===== src/link_slot_pkg.sv =====
// Package of constants and carrier types for the port link status and slot
// capability register bank.
// Assumes a 32-bit AXI4-Lite register bus with an 8-bit byte address.
`default_nettype none

package link_slot_pkg;

	localparam int unsigned ADDR_W = 8;
	localparam int unsigned DATA_W = 32;

	// Register byte offsets
	localparam logic [7:0] OFF_PORT_LINK_STATE = 8'hd0;
	localparam logic [7:0] OFF_SLOT_FEATURE = 8'hd4;
	localparam logic [7:0] OFF_IRQ_STATUS = 8'he0;
	localparam logic [7:0] OFF_IRQ_CLEAR = 8'he4;
	localparam logic [7:0] OFF_IRQ_ENABLE = 8'he8;

	// Port link state fields (low half is link control)
	localparam int unsigned POS_RETRAIN = 5;
	localparam int unsigned POS_SPEED = 16;
	localparam int unsigned POS_WIDTH = 20;
	localparam int unsigned POS_TRAIN_ERR = 26;
	localparam int unsigned POS_TRAINING = 27;
	localparam int unsigned POS_SLOT_CLK = 28;
	localparam int unsigned POS_DL_ACTIVE = 29;

	// Slot feature description fields
	localparam int unsigned POS_ATTN_BTN = 0;
	localparam int unsigned POS_PWR_CTL = 1;
	localparam int unsigned POS_ATTN_IND = 3;
	localparam int unsigned POS_PWR_IND = 4;
	localparam int unsigned POS_SURPRISE = 5;
	localparam int unsigned POS_HOTPLUG = 6;
	localparam int unsigned POS_SPL_VALUE = 7;
	localparam int unsigned POS_SPL_SCALE = 15;
	localparam int unsigned POS_SLOT_NUM = 19;

	// Speed encodings and reset values
	localparam logic [3:0] SPEED_2G5 = 4'h1;
	localparam logic [3:0] SPEED_5G = 4'h2;
	localparam logic [3:0] SPEED_RST = SPEED_5G;
	localparam logic [5:0] WIDTH_RST_UP = 6'h02;
	localparam logic [5:0] WIDTH_RST_DN = 6'h01;
	localparam logic [7:0] SPL_VALUE_RST = 8'h00;
	localparam logic [1:0] SPL_SCALE_RST = 2'h0;
	localparam logic [12:0] SLOT_NUM_RST = 13'h0000;

	// Interrupt event bits
	localparam int unsigned IRQ_N = 4;
	localparam int unsigned EV_TRAIN_ERR = 0;
	localparam int unsigned EV_DL_CHANGE = 1;
	localparam int unsigned EV_SPL_SENT = 2;
	localparam int unsigned EV_TRAIN_DONE = 3;

	localparam logic [1:0] RESP_OKAY = 2'h0;
	localparam logic [1:0] RESP_SLVERR = 2'h2;

	// Live physical / data link layer state
	typedef struct packed {
		logic [3:0] speed;
		logic [5:0] width;
		logic training;
		logic train_failed;
		logic in_l0;
		logic dl_active;
	} phy_state_s;

	// Default override from SMBus or EEPROM autoload
	typedef struct packed {
		logic valid;
		logic sel_slot;
		logic [31:0] data;
	} cfg_load_s;

	// Set_Slot_Power_Limit message request
	typedef struct packed {
		logic req;
		logic [7:0] value;
		logic [1:0] scale;
	} spl_msg_s;

endpackage

`default_nettype wire


===== src/pcie_link_status_slot_caps.sv =====
// Port link status and slot capability register bank with AXI4-Lite access.
// Assumes live link state and override loads arrive on clk_sys; the slot
// clock strap is an asynchronous pin.
//
// Function
// - Negotiated link rate is a read-only four-bit field, 0001b for 2.5 Gb/s, 0010b for 5 Gb/s, reset 0010b.
// - Negotiated lane count is a read-only six-bit field, resetting to x2 upstream and x1 downstream.
// - Training error flag sets when training fails, clears on reaching L0, resets to zero.
// - Training flag reads one while training is under way, clears when done, resets to zero.
// - Slot clock bit selects independent (0) or platform (1) clock and resets from the strap pin.
// - Link-active bit is one exactly while the data link layer is in DL_Active, reset zero.
// - Capability defaults can be overridden by SMBus writes or EEPROM autoload.
// - Downstream ports carry read-only button, power controller and indicator presence bits, reset zero.
// - Surprise-removal and hot-plug-capable bits are read-only and reset zero.
// - The eight-bit power limit value is writable, resets to 00h, and every write enabling byte lane 0, 1 or 2 sends a limit message.
// - The two-bit power limit scale is writable, resets to 00b, and every write enabling byte lane 0, 1 or 2 sends a limit message.
// - The thirteen-bit physical slot number is read-only and resets to zero.
// - Slot power limit fields exist only on downstream ports.
// - Setting the retrain bit starts retraining on downstream ports; upstream ignores it; it reads zero.
`default_nettype none

module pcie_link_status_slot_caps
	import link_slot_pkg::*;
#(
	parameter bit IS_DOWNSTREAM = 1'b1
) (
	input wire logic clk_sys,
	input wire logic resetn,
	// AXI4-Lite slave
	input wire logic [ADDR_W-1:0] s_axi_awaddr,
	input wire logic s_axi_awvalid,
	output logic s_axi_awready,
	input wire logic [DATA_W-1:0] s_axi_wdata,
	input wire logic [3:0] s_axi_wstrb,
	input wire logic s_axi_wvalid,
	output logic s_axi_wready,
	output logic [1:0] s_axi_bresp,
	output logic s_axi_bvalid,
	input wire logic s_axi_bready,
	input wire logic [ADDR_W-1:0] s_axi_araddr,
	input wire logic s_axi_arvalid,
	output logic s_axi_arready,
	output logic [DATA_W-1:0] s_axi_rdata,
	output logic [1:0] s_axi_rresp,
	output logic s_axi_rvalid,
	input wire logic s_axi_rready,
	// Link side
	input wire phy_state_s phy_state,
	input wire logic slot_clock_strap,
	input wire cfg_load_s cfg_load,
	output spl_msg_s spl_msg,
	output logic retrain_req,
	output logic irq
);

	typedef struct packed {
		// Bus slave
		logic aw_held;
		logic [ADDR_W-1:0] aw_addr;
		logic w_held;
		logic [DATA_W-1:0] wdata;
		logic [3:0] wstrb;
		logic bvalid;
		logic [1:0] bresp;
		logic rvalid;
		logic [DATA_W-1:0] rdata;
		logic [1:0] rresp;
		// Port link state
		logic [3:0] speed;
		logic [5:0] width;
		logic train_err;
		logic training;
		logic slot_clk;
		logic dl_active;
		// Slot feature description
		logic attn_btn;
		logic pwr_ctl;
		logic attn_ind;
		logic pwr_ind;
		logic surprise;
		logic hotplug;
		logic [7:0] spl_value;
		logic [1:0] spl_scale;
		logic [12:0] slot_num;
		// Outgoing requests
		logic spl_req;
		logic retrain;
		// Interrupts
		logic [IRQ_N-1:0] irq_status;
		logic [IRQ_N-1:0] irq_enable;
	} state_s;

	localparam logic [5:0] WIDTH_RST = IS_DOWNSTREAM ? WIDTH_RST_DN : WIDTH_RST_UP;

	state_s state_q;
	state_s state_d;
	logic strap_level;

	strap_sync #(
		.WIDTH(1)
	) u_strap_sync (
		.clk_sys(clk_sys),
		.async_in(slot_clock_strap),
		.sync_out(strap_level)
	);

	function automatic logic [31:0] strb_mask(input logic [3:0] strb);
		logic [31:0] m;
		m = '0;
		for (int i = 0; i < 4; i++) begin
			m[i*8 +: 8] = {8{strb[i]}};
		end
		return m;
	endfunction

	function automatic logic addr_hit(input logic [ADDR_W-1:0] a, input logic [7:0] off);
		return a[ADDR_W-1:2] == off[ADDR_W-1:2];
	endfunction

	function automatic logic addr_mapped(input logic [ADDR_W-1:0] a);
		return addr_hit(a, OFF_PORT_LINK_STATE) || addr_hit(a, OFF_SLOT_FEATURE) ||
			addr_hit(a, OFF_IRQ_STATUS) || addr_hit(a, OFF_IRQ_CLEAR) ||
			addr_hit(a, OFF_IRQ_ENABLE);
	endfunction

	// Handshake outputs
	assign s_axi_awready = !state_q.aw_held && !state_q.bvalid;
	assign s_axi_wready = !state_q.w_held && !state_q.bvalid;
	assign s_axi_arready = !state_q.rvalid;

	logic [31:0] link_word;
	logic [31:0] slot_word;
	logic [31:0] wmask;
	logic [31:0] slot_wr;
	logic do_write;
	logic [IRQ_N-1:0] ev_set;
	logic [IRQ_N-1:0] ev_clr;

	always_comb begin
		link_word = '0;
		link_word[POS_SPEED +: 4] = state_q.speed;
		link_word[POS_WIDTH +: 6] = state_q.width;
		link_word[POS_TRAIN_ERR] = state_q.train_err;
		link_word[POS_TRAINING] = state_q.training;
		link_word[POS_SLOT_CLK] = state_q.slot_clk;
		link_word[POS_DL_ACTIVE] = state_q.dl_active;
		slot_word = '0;
		if (IS_DOWNSTREAM) begin
			slot_word[POS_ATTN_BTN] = state_q.attn_btn;
			slot_word[POS_PWR_CTL] = state_q.pwr_ctl;
			slot_word[POS_ATTN_IND] = state_q.attn_ind;
			slot_word[POS_PWR_IND] = state_q.pwr_ind;
			slot_word[POS_SURPRISE] = state_q.surprise;
			slot_word[POS_HOTPLUG] = state_q.hotplug;
			slot_word[POS_SPL_VALUE +: 8] = state_q.spl_value;
			slot_word[POS_SPL_SCALE +: 2] = state_q.spl_scale;
			slot_word[POS_SLOT_NUM +: 13] = state_q.slot_num;
		end
	end

	always_comb begin
		state_d = state_q;
		wmask = strb_mask(state_q.wstrb);
		slot_wr = (slot_word & ~wmask) | (state_q.wdata & wmask);
		do_write = state_q.aw_held && state_q.w_held && !state_q.bvalid;
		ev_set = '0;
		ev_clr = '0;
		state_d.spl_req = 1'b0;
		state_d.retrain = 1'b0;

		// Write address and data taken in either order
		if (s_axi_awvalid && s_axi_awready) begin
			state_d.aw_held = 1'b1;
			state_d.aw_addr = s_axi_awaddr;
		end
		if (s_axi_wvalid && s_axi_wready) begin
			state_d.w_held = 1'b1;
			state_d.wdata = s_axi_wdata;
			state_d.wstrb = s_axi_wstrb;
		end
		if (state_q.bvalid && s_axi_bready) begin
			state_d.bvalid = 1'b0;
		end

		// Live link state
		state_d.speed = phy_state.speed;
		state_d.width = phy_state.width;
		state_d.training = phy_state.training;
		state_d.dl_active = phy_state.dl_active;
		if (phy_state.train_failed) begin
			state_d.train_err = 1'b1;
		end else if (phy_state.in_l0) begin
			state_d.train_err = 1'b0;
		end
		ev_set[EV_TRAIN_ERR] = phy_state.train_failed && !state_q.train_err;
		ev_set[EV_DL_CHANGE] = phy_state.dl_active != state_q.dl_active;
		ev_set[EV_TRAIN_DONE] = state_q.training && !phy_state.training;

		// Default override load
		if (cfg_load.valid) begin
			if (cfg_load.sel_slot) begin
				state_d.attn_btn = cfg_load.data[POS_ATTN_BTN];
				state_d.pwr_ctl = cfg_load.data[POS_PWR_CTL];
				state_d.attn_ind = cfg_load.data[POS_ATTN_IND];
				state_d.pwr_ind = cfg_load.data[POS_PWR_IND];
				state_d.surprise = cfg_load.data[POS_SURPRISE];
				state_d.hotplug = cfg_load.data[POS_HOTPLUG];
				state_d.spl_value = cfg_load.data[POS_SPL_VALUE +: 8];
				state_d.spl_scale = cfg_load.data[POS_SPL_SCALE +: 2];
				state_d.slot_num = cfg_load.data[POS_SLOT_NUM +: 13];
			end else begin
				state_d.slot_clk = cfg_load.data[POS_SLOT_CLK];
			end
		end

		// Register write, one cycle after address and data are both held
		if (do_write) begin
			state_d.aw_held = 1'b0;
			state_d.w_held = 1'b0;
			state_d.bvalid = 1'b1;
			state_d.bresp = addr_mapped(state_q.aw_addr) ? RESP_OKAY : RESP_SLVERR;
			if (addr_hit(state_q.aw_addr, OFF_PORT_LINK_STATE)) begin
				if (IS_DOWNSTREAM && state_q.wstrb[0] && state_q.wdata[POS_RETRAIN]) begin
					state_d.retrain = 1'b1;
				end
			end
			if (addr_hit(state_q.aw_addr, OFF_SLOT_FEATURE) && IS_DOWNSTREAM &&
				|state_q.wstrb[2:0]) begin
				state_d.spl_value = slot_wr[POS_SPL_VALUE +: 8];
				state_d.spl_scale = slot_wr[POS_SPL_SCALE +: 2];
				state_d.spl_req = 1'b1;
			end
			if (addr_hit(state_q.aw_addr, OFF_IRQ_CLEAR) && state_q.wstrb[0]) begin
				ev_clr = state_q.wdata[IRQ_N-1:0];
			end
			if (addr_hit(state_q.aw_addr, OFF_IRQ_ENABLE) && state_q.wstrb[0]) begin
				state_d.irq_enable = state_q.wdata[IRQ_N-1:0];
			end
		end
		ev_set[EV_SPL_SENT] = state_d.spl_req;

		// Sticky status: a set in the clearing cycle wins
		state_d.irq_status = (state_q.irq_status & ~ev_clr) | ev_set;

		// Read channel
		if (state_q.rvalid && s_axi_rready) begin
			state_d.rvalid = 1'b0;
		end
		if (s_axi_arvalid && s_axi_arready) begin
			state_d.rvalid = 1'b1;
			state_d.rresp = addr_mapped(s_axi_araddr) ? RESP_OKAY : RESP_SLVERR;
			state_d.rdata = '0;
			if (addr_hit(s_axi_araddr, OFF_PORT_LINK_STATE)) begin
				state_d.rdata = link_word;
			end else if (addr_hit(s_axi_araddr, OFF_SLOT_FEATURE)) begin
				state_d.rdata = slot_word;
			end else if (addr_hit(s_axi_araddr, OFF_IRQ_STATUS)) begin
				state_d.rdata[IRQ_N-1:0] = state_q.irq_status;
			end else if (addr_hit(s_axi_araddr, OFF_IRQ_ENABLE)) begin
				state_d.rdata[IRQ_N-1:0] = state_q.irq_enable;
			end
		end
	end

	always_ff @(posedge clk_sys) begin
		if (!resetn) begin
			state_q <= '0;
			state_q.speed <= SPEED_RST;
			state_q.width <= WIDTH_RST;
			state_q.slot_clk <= strap_level;
			state_q.spl_value <= SPL_VALUE_RST;
			state_q.spl_scale <= SPL_SCALE_RST;
			state_q.slot_num <= SLOT_NUM_RST;
		end else begin
			state_q <= state_d;
		end
	end

	assign s_axi_bvalid = state_q.bvalid;
	assign s_axi_bresp = state_q.bresp;
	assign s_axi_rvalid = state_q.rvalid;
	assign s_axi_rdata = state_q.rdata;
	assign s_axi_rresp = state_q.rresp;
	assign spl_msg = '{
		req: state_q.spl_req,
		value: state_q.spl_value,
		scale: state_q.spl_scale
	};
	assign retrain_req = state_q.retrain;
	assign irq = |(state_q.irq_status & state_q.irq_enable);

endmodule

`default_nettype wire


===== src/strap_sync.sv =====
// Two-flop synchroniser for asynchronous level inputs such as straps.
// Assumes the input is quasi-static; no event is carried across.
`default_nettype none

module strap_sync #(
	parameter int unsigned WIDTH = 1
) (
	input wire logic clk_sys,
	input wire logic [WIDTH-1:0] async_in,
	output logic [WIDTH-1:0] sync_out
);

	typedef struct packed {
		logic [WIDTH-1:0] stage1;
		logic [WIDTH-1:0] stage2;
	} sync_state_s;

	sync_state_s state_q;
	sync_state_s state_d;

	always_comb begin
		state_d.stage1 = async_in;
		state_d.stage2 = state_q.stage1;
	end

	// No reset: the strap level must reach the second stage while reset is still held
	always_ff @(posedge clk_sys) begin
		state_q <= state_d;
	end

	assign sync_out = state_q.stage2;

endmodule

`default_nettype wire


===== config.mk =====
export PLATFORM = sky130hd
export DESIGN_NAME = pcie_link_status_slot_caps
export DESIGN_NICKNAME = d
export VERILOG_FILES = /design/src/link_slot_pkg.sv /design/src/pcie_link_status_slot_caps.sv /design/src/strap_sync.sv
export SDC_FILE = /design/constraint.sdc
export NUM_CORES = 1
export LEC_CHECK = 0
export BUFFER_PORTS_ARGS = -buffer_cell sky130_fd_sc_hd__buf_2
export CORE_ASPECT_RATIO = 1.4
export CORE_MARGIN = 10
export CORE_UTILIZATION = 45
export CTS_BUF_LIST = sky130_fd_sc_hd__clkbuf_4 sky130_fd_sc_hd__clkbuf_8
export DETAILED_ROUTE_END_ITERATION = 12
export HOLD_SLACK_MARGIN = 0.05
export PLACE_DENSITY = 0.7
export SYNTH_ARGS = -nofsm -noshare
export SYNTH_HDL_FRONTEND = slang
export SYNTH_SLANG_ARGS = --single-unit

===== constraint.sdc =====
create_clock -name clk_sys -period 2 [get_ports clk_sys]
set_clock_uncertainty 0.15 [all_clocks]
set_input_delay 0.4 -clock clk_sys [delete_from_list [all_inputs] [get_ports clk_sys]]
set_output_delay 0.4 -clock clk_sys [all_outputs]
set_load 0.01 [all_outputs]

# After elaboration in Yosys (flattened, before gate mapping)
# Cells that the tools add are included.
# op_classes
bitwise	9
n_eq_ne	13
muxes	28
n_reduce_logical	39
# ops
op	n
6-bit == test, second input constant	10
29-bit 2-to-1 mux	2
41-bit 2-to-1 mux	1
35-bit 2-to-1 mux	1
17-bit bitwise AND	2
32-bit 2-to-1 mux	1
28-bit 2-to-1 mux	1
4-bit 2-to-1 mux	7
10-bit 2-to-1 mux	2
17-bit inverter	1
17-bit bitwise OR	1
1-bit logical AND	15
1-bit 2-to-1 mux	9
4-bit bitwise AND	2
1-bit logical OR	8
1-bit zero test	6
2-bit 2-to-1 mux	3
2-bit AND reduction	3
2-bit nonzero test	3
4-bit inverter	1
4-bit bitwise OR	1
4-bit OR reduction	1
3-bit 2-to-1 mux	1
3-bit AND reduction	1
other kinds (6)	6
# word_totals
in_bits	108
regBits	123
out_inout_bits	54

# Longest topological paths before layout
# Gate-level depths: netlist (run 1).
# logic_depth
depth_word	8
depth_mapped	7
depth_no_buf	4

# Hierarchy
# Synthesis (run 1) repeated with hierarchy kept, for this count alone.
# unflattened
hier_cells	546
hier_area_um2	4855.9
# modules_own_cells
module	instances	cells_per_inst	seq_area_each_um2	area_each_um2
pcie_link_status_slot_caps	1	544	2312.2	4815.9
strap_sync	1	2	40.0	40.0

# Worst setup path after synthesis (run 1)
# OpenSTA, ideal clock, no wires.
# synth_path
path_kind	input port to flip-flop
start	input s_axi_araddr[2]
end	register state_q, in the netlist s_axi_rdata[16]
n_path_buf	2
path_stages	5
setup_slack_ns	0.143
arrival_time_ns	1.579
path_cell_list	clkbuf_1 clkbuf_1 mux2_2 a22oi_1 nor2_1
# synth_between
elab_chain_cells	3
word_cells_on_any_way	4
classes_between	eq/ne: 2; mux: 2
# synth_rtl
item	line	text
from (decl)	pcie_link_status_slot_caps.sv:40	input wire logic [ADDR_W-1:0] s_axi_araddr,
6-bit == test	pcie_link_status_slot_caps.sv:117	return a[ADDR_W-1:2] == off[ADDR_W-1:2];
28-bit 2-to-1 mux	pcie_link_status_slot_caps.sv:255	end else if (addr_hit(s_axi_araddr, OFF_SLOT_FEATURE)) begin
32-bit 2-to-1 mux *	pcie_link_status_slot_caps.sv:253	if (addr_hit(s_axi_araddr, OFF_PORT_LINK_STATE)) begin
to (signal assigned)	pcie_link_status_slot_caps.sv:275	state_q <= state_d;
to (decl)	pcie_link_status_slot_caps.sv:95	state_s state_q;
# Every way passes the cells marked *; elsewhere a longest branch is shown, timed or not.
# A chain may end at the register's enable or synchronous reset.

==> run_results.csv, run 1 <==
group,metric,value,unit
power,powerDensity,870,nW/um^2
yosys,yosysUniqueCellTypes,44,
sta,setup_ws,0.118,ns
sta,worst_slew_pin_slew,0.756,ns
route,dr.first_iter.drc_count,186,
critical_path,start_kind,"flip-flop",
power,p_leak,0.00269,uW
placed_design,dp.cells,761,
sta,finalHoldViolCount,0,
clock_network,clockBufferDepth,2,
power,vdd_drop_max,0.000531,V
route,ant_nets,0,
critical_path,crit_path_start,"state_q[133]",
run,drv_cap,0,
min_path,whs_endpoint,"slot_word[19]",
sta,fmax,531,MHz
route,vias,4151,
critical_path,cpPeakStageDelay,0.61,ns
floorplanning,row_count,44,
final_layout,fillerInstances,915,
final_layout,nNetsFinal,786,
global_routing,grt_pass1_vias,4375,
sta,grt_setup_unrepaired,"no",
yosys,syn_inst,546,
floorplanning,start_util,46.4,%
critical_path,reg2reg_setup_slack,0.12,ns
route,wl_per_cell,15.9,um
yosys,synth_edf_count,1,
route,avgViaCountPerCell,5.00,
yosys,synth-async-reset-ratio,0,%
power,p_total,5380,uW
critical_path,cp.required,2.14,ns
critical_path,crit_slowest_cell,"or4_4",
clock_network,worstSkewPairLatency,0.42,ns
run_status,status,"completed",
final_layout,multi_input_area,1960,um^2
clock_network,htreeDepth,4,
critical_path,critPathMaxFanout,20,
critical_path,critPathCaptureType,"flip-flop",
final_layout,stdcell_count,831,
placed_design,dp_hpwl,9.35,mm
placed_design,place_ws,-0.0532,ns
critical_path,worst-setup-path-type,"reg2reg",
min_path,min_from,"cfg_load[19]",
placed_design,portBuffers,134,
sta,setup_violations,0,
critical_path,cp_cell_sequence,"nand4bb_1, or4_4, a211oi_1, a311oi_1",
yosys,synth_ff_type,"dfxtp_1",
floorplanning,fp.dieW,108,um
floorplanning,die_h,143,um
route,wl,13.2,mm
route,firstDrtPassIters,4,
sta,finalCritPeriodShare,94.1,%
critical_path,cpLargestDelayFamily,"simple AND/OR/NAND/NOR gates",
floorplanning,core,10500,um^2
clock_network,clk_pin_slew,0.07,ns
critical_path,arrival,2.02,ns
floorplanning,ioPinCount,162,
yosys,ys_seq_area_share,48.4,%
placed_design,gp_congestion,0.834,
yosys,syn_area_per_cell,8.89,um^2
yosys,ys_warn_count,0,
min_path,hold_class,"in2reg",
clock_network,cts_tree,"yes",
final_layout,regArea,2350,um^2
clock_network,clkSinkCount,117,
global_routing,antenna_found_initial,2,
floorplanning,fp.dieArea,15400,um^2
global_routing,grt.total_usage,17.2,%
global_routing,grt_pass1_wl,21.0,mm
final_layout,finish.utilization,59.1,%
critical_path,worst-path-buf-inv,0,
route,drc,0,
clock_network,cts-buffers-inserted,17,
global_routing,grt-ovfl-total,0,
yosys,synth_area,4860,um^2
sta,timing.final.crit_period,1.88,ns
critical_path,r2r_cells,4,
final_layout,area_delta_synth_final,27.3,%
clock_network,cts-root-buf,"clkbuf_8",
critical_path,rr_startpoint,"state_q[133]",
global_routing,grt_max_degree,42,
yosys,synth_seq_cells,117,
final_layout,layout-drive-gt1-share,30.3,%
min_path,whs_path_depth,3,
sta,maxSlewHeadroom,49.6,%
sta,slew_viol_final,0,
-- cell type report --
type | count | area share (%)
multi-input combinational | 340 | 31.7
timing repair buffer | 193 | 19.7
clock buffer | 19 | 4.23
inverter | 9 | 0.547
clock inverter | 12 | 2.88
antenna | 3 | 0.121
sequential | 117 | 38.1
tap | 138 | 2.79
-- cell families after synthesis --
kind of cell           count (synthesis)  synth area share (%)
AO/OA/AOI/OAI                        121                  16.1
XOR/XNOR                               2                 0.361
other                                  1                0.0772
buffers and inverters                 90                  11.6
AND/OR/NAND/NOR                      192                  18.3
multiplexers                          23                  5.08
flip-flops                           117                  48.4
-- repair_timing --
item / in CTS / in global routing
endpoints found under the setup margin: 0 / 15
hold endpoints to repair: 36 / 0
hold buffers: 36 / 0
gates resized for setup: 0 / 2
setup buffers: 0 / 0
-- tightest hold or removal path, stage by stage --
cell	delay [ns]
buf_2	0.10
nand2_1	0.05
a21oi_1	0.05
-- power by group --
part	leakage (uW)	switching, uW	total, uW	internal (uW)
Combinational	0.00152	273	529	255
Clock	0.000210	934	2350	1420
Sequential	0.000959	67.3	2500	2430
Total	0.00269	1270	5380	4100
-- per-layer routing --
layer | wire length, um | global-route usage, % | vias to the layer above
li1 | - | - | 2093
met1 | 5340 | 18.3 | 1898
met2 | 6610 | 28.7 | 140
met3 | 979 | 7.03 | 20
met4 | 318 | 8.39 | 0
met5 | 0 | 0 | -
-- how the worst max path moves through the flow --
| stage | to | slack, ns | cells after the start |
|---|---|---|---|
| 6_report | flip-flop | 0.12 | 4 |
| 5_1_grt | flip-flop | 0.04 | 4 |
| 4_1_cts | s_axi_rdata[14] | 0.09 | 3 |
| 3_3_place_gp | s_axi_rdata[9] | 0.006 | 4 |
| 2_1_floorplan | s_axi_rdata[16] | 0.14 | 5 |
| 3_5_place_dp | s_axi_rdata[12] | -0.05 | 4 |
-- stage by stage --
stage | instance area (um^2) | setup TNS (ns) | hold WS [ns]
detailed placement | 5360 | -0.646 | 0.165
floorplan | 4860 | 0 | 0.160
global placement | 5360 | 0 | 0.163
finish | 6180 | 0 | 0.0799
global route | 6180 | 0 | 0.0516
CTS | 6160 | 0 | 0.0504
-- layout by cell type (no fill, tap or decap), drive strengths merged, types with 12 or more instances in the layout --
master	synthesis	layout
buf	57	157
a22o	14	14
nand2	104	104
a21oi	53	53
nor2	29	29
a22oi	14	14
clkbuf	22	19
and2	12	12
dfxtp	116	116
dlygate4sd3	0	36
mux2	13	13
o21ai	12	12
-- sequential cells by signal (all words and copies together) (netlist names), 14 cells and up, named ones only --
| register | count |
|---|---|
| slot_word | 19 |
| s_axi_rdata | 32 |
| link_word | 14 |
| state_q | 34 |
-- cell usage after synthesis (7+ instances only) --
cell / count / share of area (%)
nor3_1: 7 / 0.72
a22oi_1: 14 / 2.2
buf_4: 51 / 7.9
nor4_1: 7 / 0.90
a22o_1: 14 / 2.5
o21ai_0: 12 / 1.2
dfxtp_1: 116 / 48
nand2b_1: 10 / 1.3
clkbuf_1: 22 / 1.7
nand2_1: 104 / 8.0
mux2_2: 13 / 3.0
inv_1: 8 / 0.62
nor2_1: 29 / 2.2
mux2i_1: 10 / 2.1
a211oi_1: 9 / 1.4
a311oi_1: 9 / 1.6
and2_1: 12 / 1.5
a21oi_1: 53 / 5.5
No activity file was read; power rests on OpenSTA's default activity.
==> run 2: changes to the inputs <==
Settings changed: PLACE_DENSITY 0.7 to 0.76.
==> run_results.csv, run 2 (synthesis results as in run 1) <==
group,metric,value,unit
sta,fmax,515,MHz
min_path,whs_endpoint,"slot_word[26]",
final_layout,largest_register_ffs,34,
power,powerDensity,898,nW/um^2
critical_path,cp.required,2.14,ns
clock_network,clkSinkCount,117,
sta,maxSlewHeadroom,50.2,%
placed_design,gp_congestion,0.851,
critical_path,critPathCaptureType,"flip-flop",
critical_path,worst-path-buf-inv,0,
run_status,status,"completed",
route,wl_per_cell,16.2,um
final_layout,largest-register,"state_q",
critical_path,r2r_cells,4,
placed_design,dp.cells,758,
critical_path,cpPeakStageDelay,0.64,ns
floorplanning,fp.dieW,108,um
floorplanning,row_count,44,
route,avgViaCountPerCell,5.12,
sta,finalCritPeriodShare,97.0,%
global_routing,grt-ovfl-total,0,
min_path,hold_class,"in2reg",
final_layout,fillerInstances,936,
power,vdd_drop_max,0.000498,V
critical_path,worst-setup-path-type,"reg2reg",
route,drc,0,
floorplanning,ioPinCount,162,
global_routing,grt.busiest_layer,"met2",
run,drv_cap,0,
critical_path,start_kind,"flip-flop",
critical_path,rr_startpoint,"state_q[133]",
clock_network,postCtsSetupRepairBufs,0,
global_routing,gr-usage-met1,16.8,%
floorplanning,die_h,143,um
route,wl,13.3,mm
sta,worst_slew_pin_slew,0.746,ns
clock_network,clockBufferDepth,2,
power,p_leak,0.00267,uW
sta,finalHoldViolCount,0,
clock_network,worstSkewPairLatency,0.42,ns
sta,timing.final.crit_period,1.94,ns
global_routing,grt_max_degree,78,
route,firstDrtPassIters,4,
critical_path,reg2reg_setup_slack,0.06,ns
clock_network,htreeDepth,4,
sta,whs,0.0745,ns
global_routing,grt.total_usage,16.6,%
critical_path,arrival,2.09,ns
sta,slew_viol_final,0,
floorplanning,core,10500,um^2
final_layout,final_common_cell,"buf_2",
final_layout,antenna_cells,0,
global_routing,grt_pass1_vias,4302,
placed_design,dp_hpwl,9.23,mm
global_routing,use_met3,6.49,%
sta,setup_violations,0,
clock_network,cts-buffers-inserted,17,
critical_path,cpLargestDelayFamily,"simple AND/OR/NAND/NOR gates",
route,vias,4185,
power,p_total,5490,uW
final_layout,nNetsFinal,774,
placed_design,portBuffers,134,
critical_path,cp_cell_sequence,"nand4bb_4, or4_4, a211oi_1, a311oi_1",
global_routing,grtUsageMet2,29.8,%
global_routing,grt_pass1_wl,20.5,mm
final_layout,stdcell_count,817,
critical_path,crit_slowest_cell,"or4_4",
route,dr.first_iter.drc_count,168,
min_path,min_from,"cfg_load[26]",
min_path,whs_path_depth,3,
clock_network,cts-root-buf,"clkbuf_8",
final_layout,final_area,6120,um^2
global_routing,antenna_found_initial,0,
placed_design,placed_area,5360,um^2
critical_path,critPathMaxFanout,6,
final_layout,final_cell_mix,"134 x buf_2, 114 x dfxtp_1, 104 x nand2_1, 53 x a21oi_1, 28 x nor2_1",
final_layout,area_delta_synth_final,26.0,%
clock_network,clk_pin_slew,0.07,ns
floorplanning,start_util,46.4,%
route,ant_nets,0,
final_layout,layout-drive-gt1-share,31.1,%
floorplanning,fp.dieArea,15400,um^2
clock_network,cts_tree,"yes",
[run 2: cell types whose count changed in the layout (fill, tap and decap cells not counted), sizes merged, moves of 2 or more]
cell,before,now
clkbuf,19,22
buf,157,154
or4,2,4
diode,3,0
clkinvlp,4,1
dlygate4sd3,36,25
[run 2: power breakdown]
group          internal [uW]  switching, uW  total (uW)  leakage (uW)
clock network           1560            908        2470      0.000234
registers               2430           68.7        2500      0.000960
logic                    246            273         519       0.00148
[run 2: cell type report]
cell class                 instances  area, um^2  share of cell area (%)
clock inverter                    10         178                    2.90
timing repair buffer             179        1110                    18.1
inverter                           9        33.8                   0.552
clock buffer                      22         278                    4.54
sequential                       117        2350                    38.5
multi-input combinational        342        1990                    32.6
tap                              138         173                    2.82
[run 2: repair_timing]
item	4_1_cts	5_1_grt
endpoints found under the hold margin	25	0
hold buffers	25	0
resized for setup	0	8
setup endpoints to repair	0	4
[run 2: how the worst max path moves through the flow]
stage	from	endpoint	slack (ns)	cells after the start
2_1_floorplan	s_axi_araddr[2]	s_axi_rdata[16]	0.14	5
3_3_place_gp	s_axi_arvalid	s_axi_rdata[12]	-0.004	4
3_5_place_dp	s_axi_arvalid	s_axi_rdata[9]	-0.03	4
4_1_cts	state_q[133]	flip-flop	0.10	4
5_1_grt	state_q[133]	flip-flop	-0.004	4
6_report	state_q[133]	flip-flop	0.06	4
[run 2: metrics by stage]
step                      worst slack [ns]  util (%)  setup TNS [ns]
after floorplan                      0.143         -               0
after global placement            -0.00437      51.3         -0.0532
after detailed placement           -0.0293      51.3          -0.277
after CTS                            0.101      58.0               0
after global routing              -0.00364      58.5        -0.00364
final                               0.0593      58.5               0
[run 2: worst min-delay path, delay by kind of cell]
kind,cells,cell delay [ns]
buffers and inverters,1,0.09
AND/OR/NAND/NOR,1,0.05
AO/OA/AOI/OAI,1,0.05
[run 2: routing by layer]
metal | part of all wire (%) | wire, um
met1 | 39 | 5180
met2 | 52 | 6920
met3 | 7.4 | 982
met4 | 1.3 | 177
met5 | 0 | 0
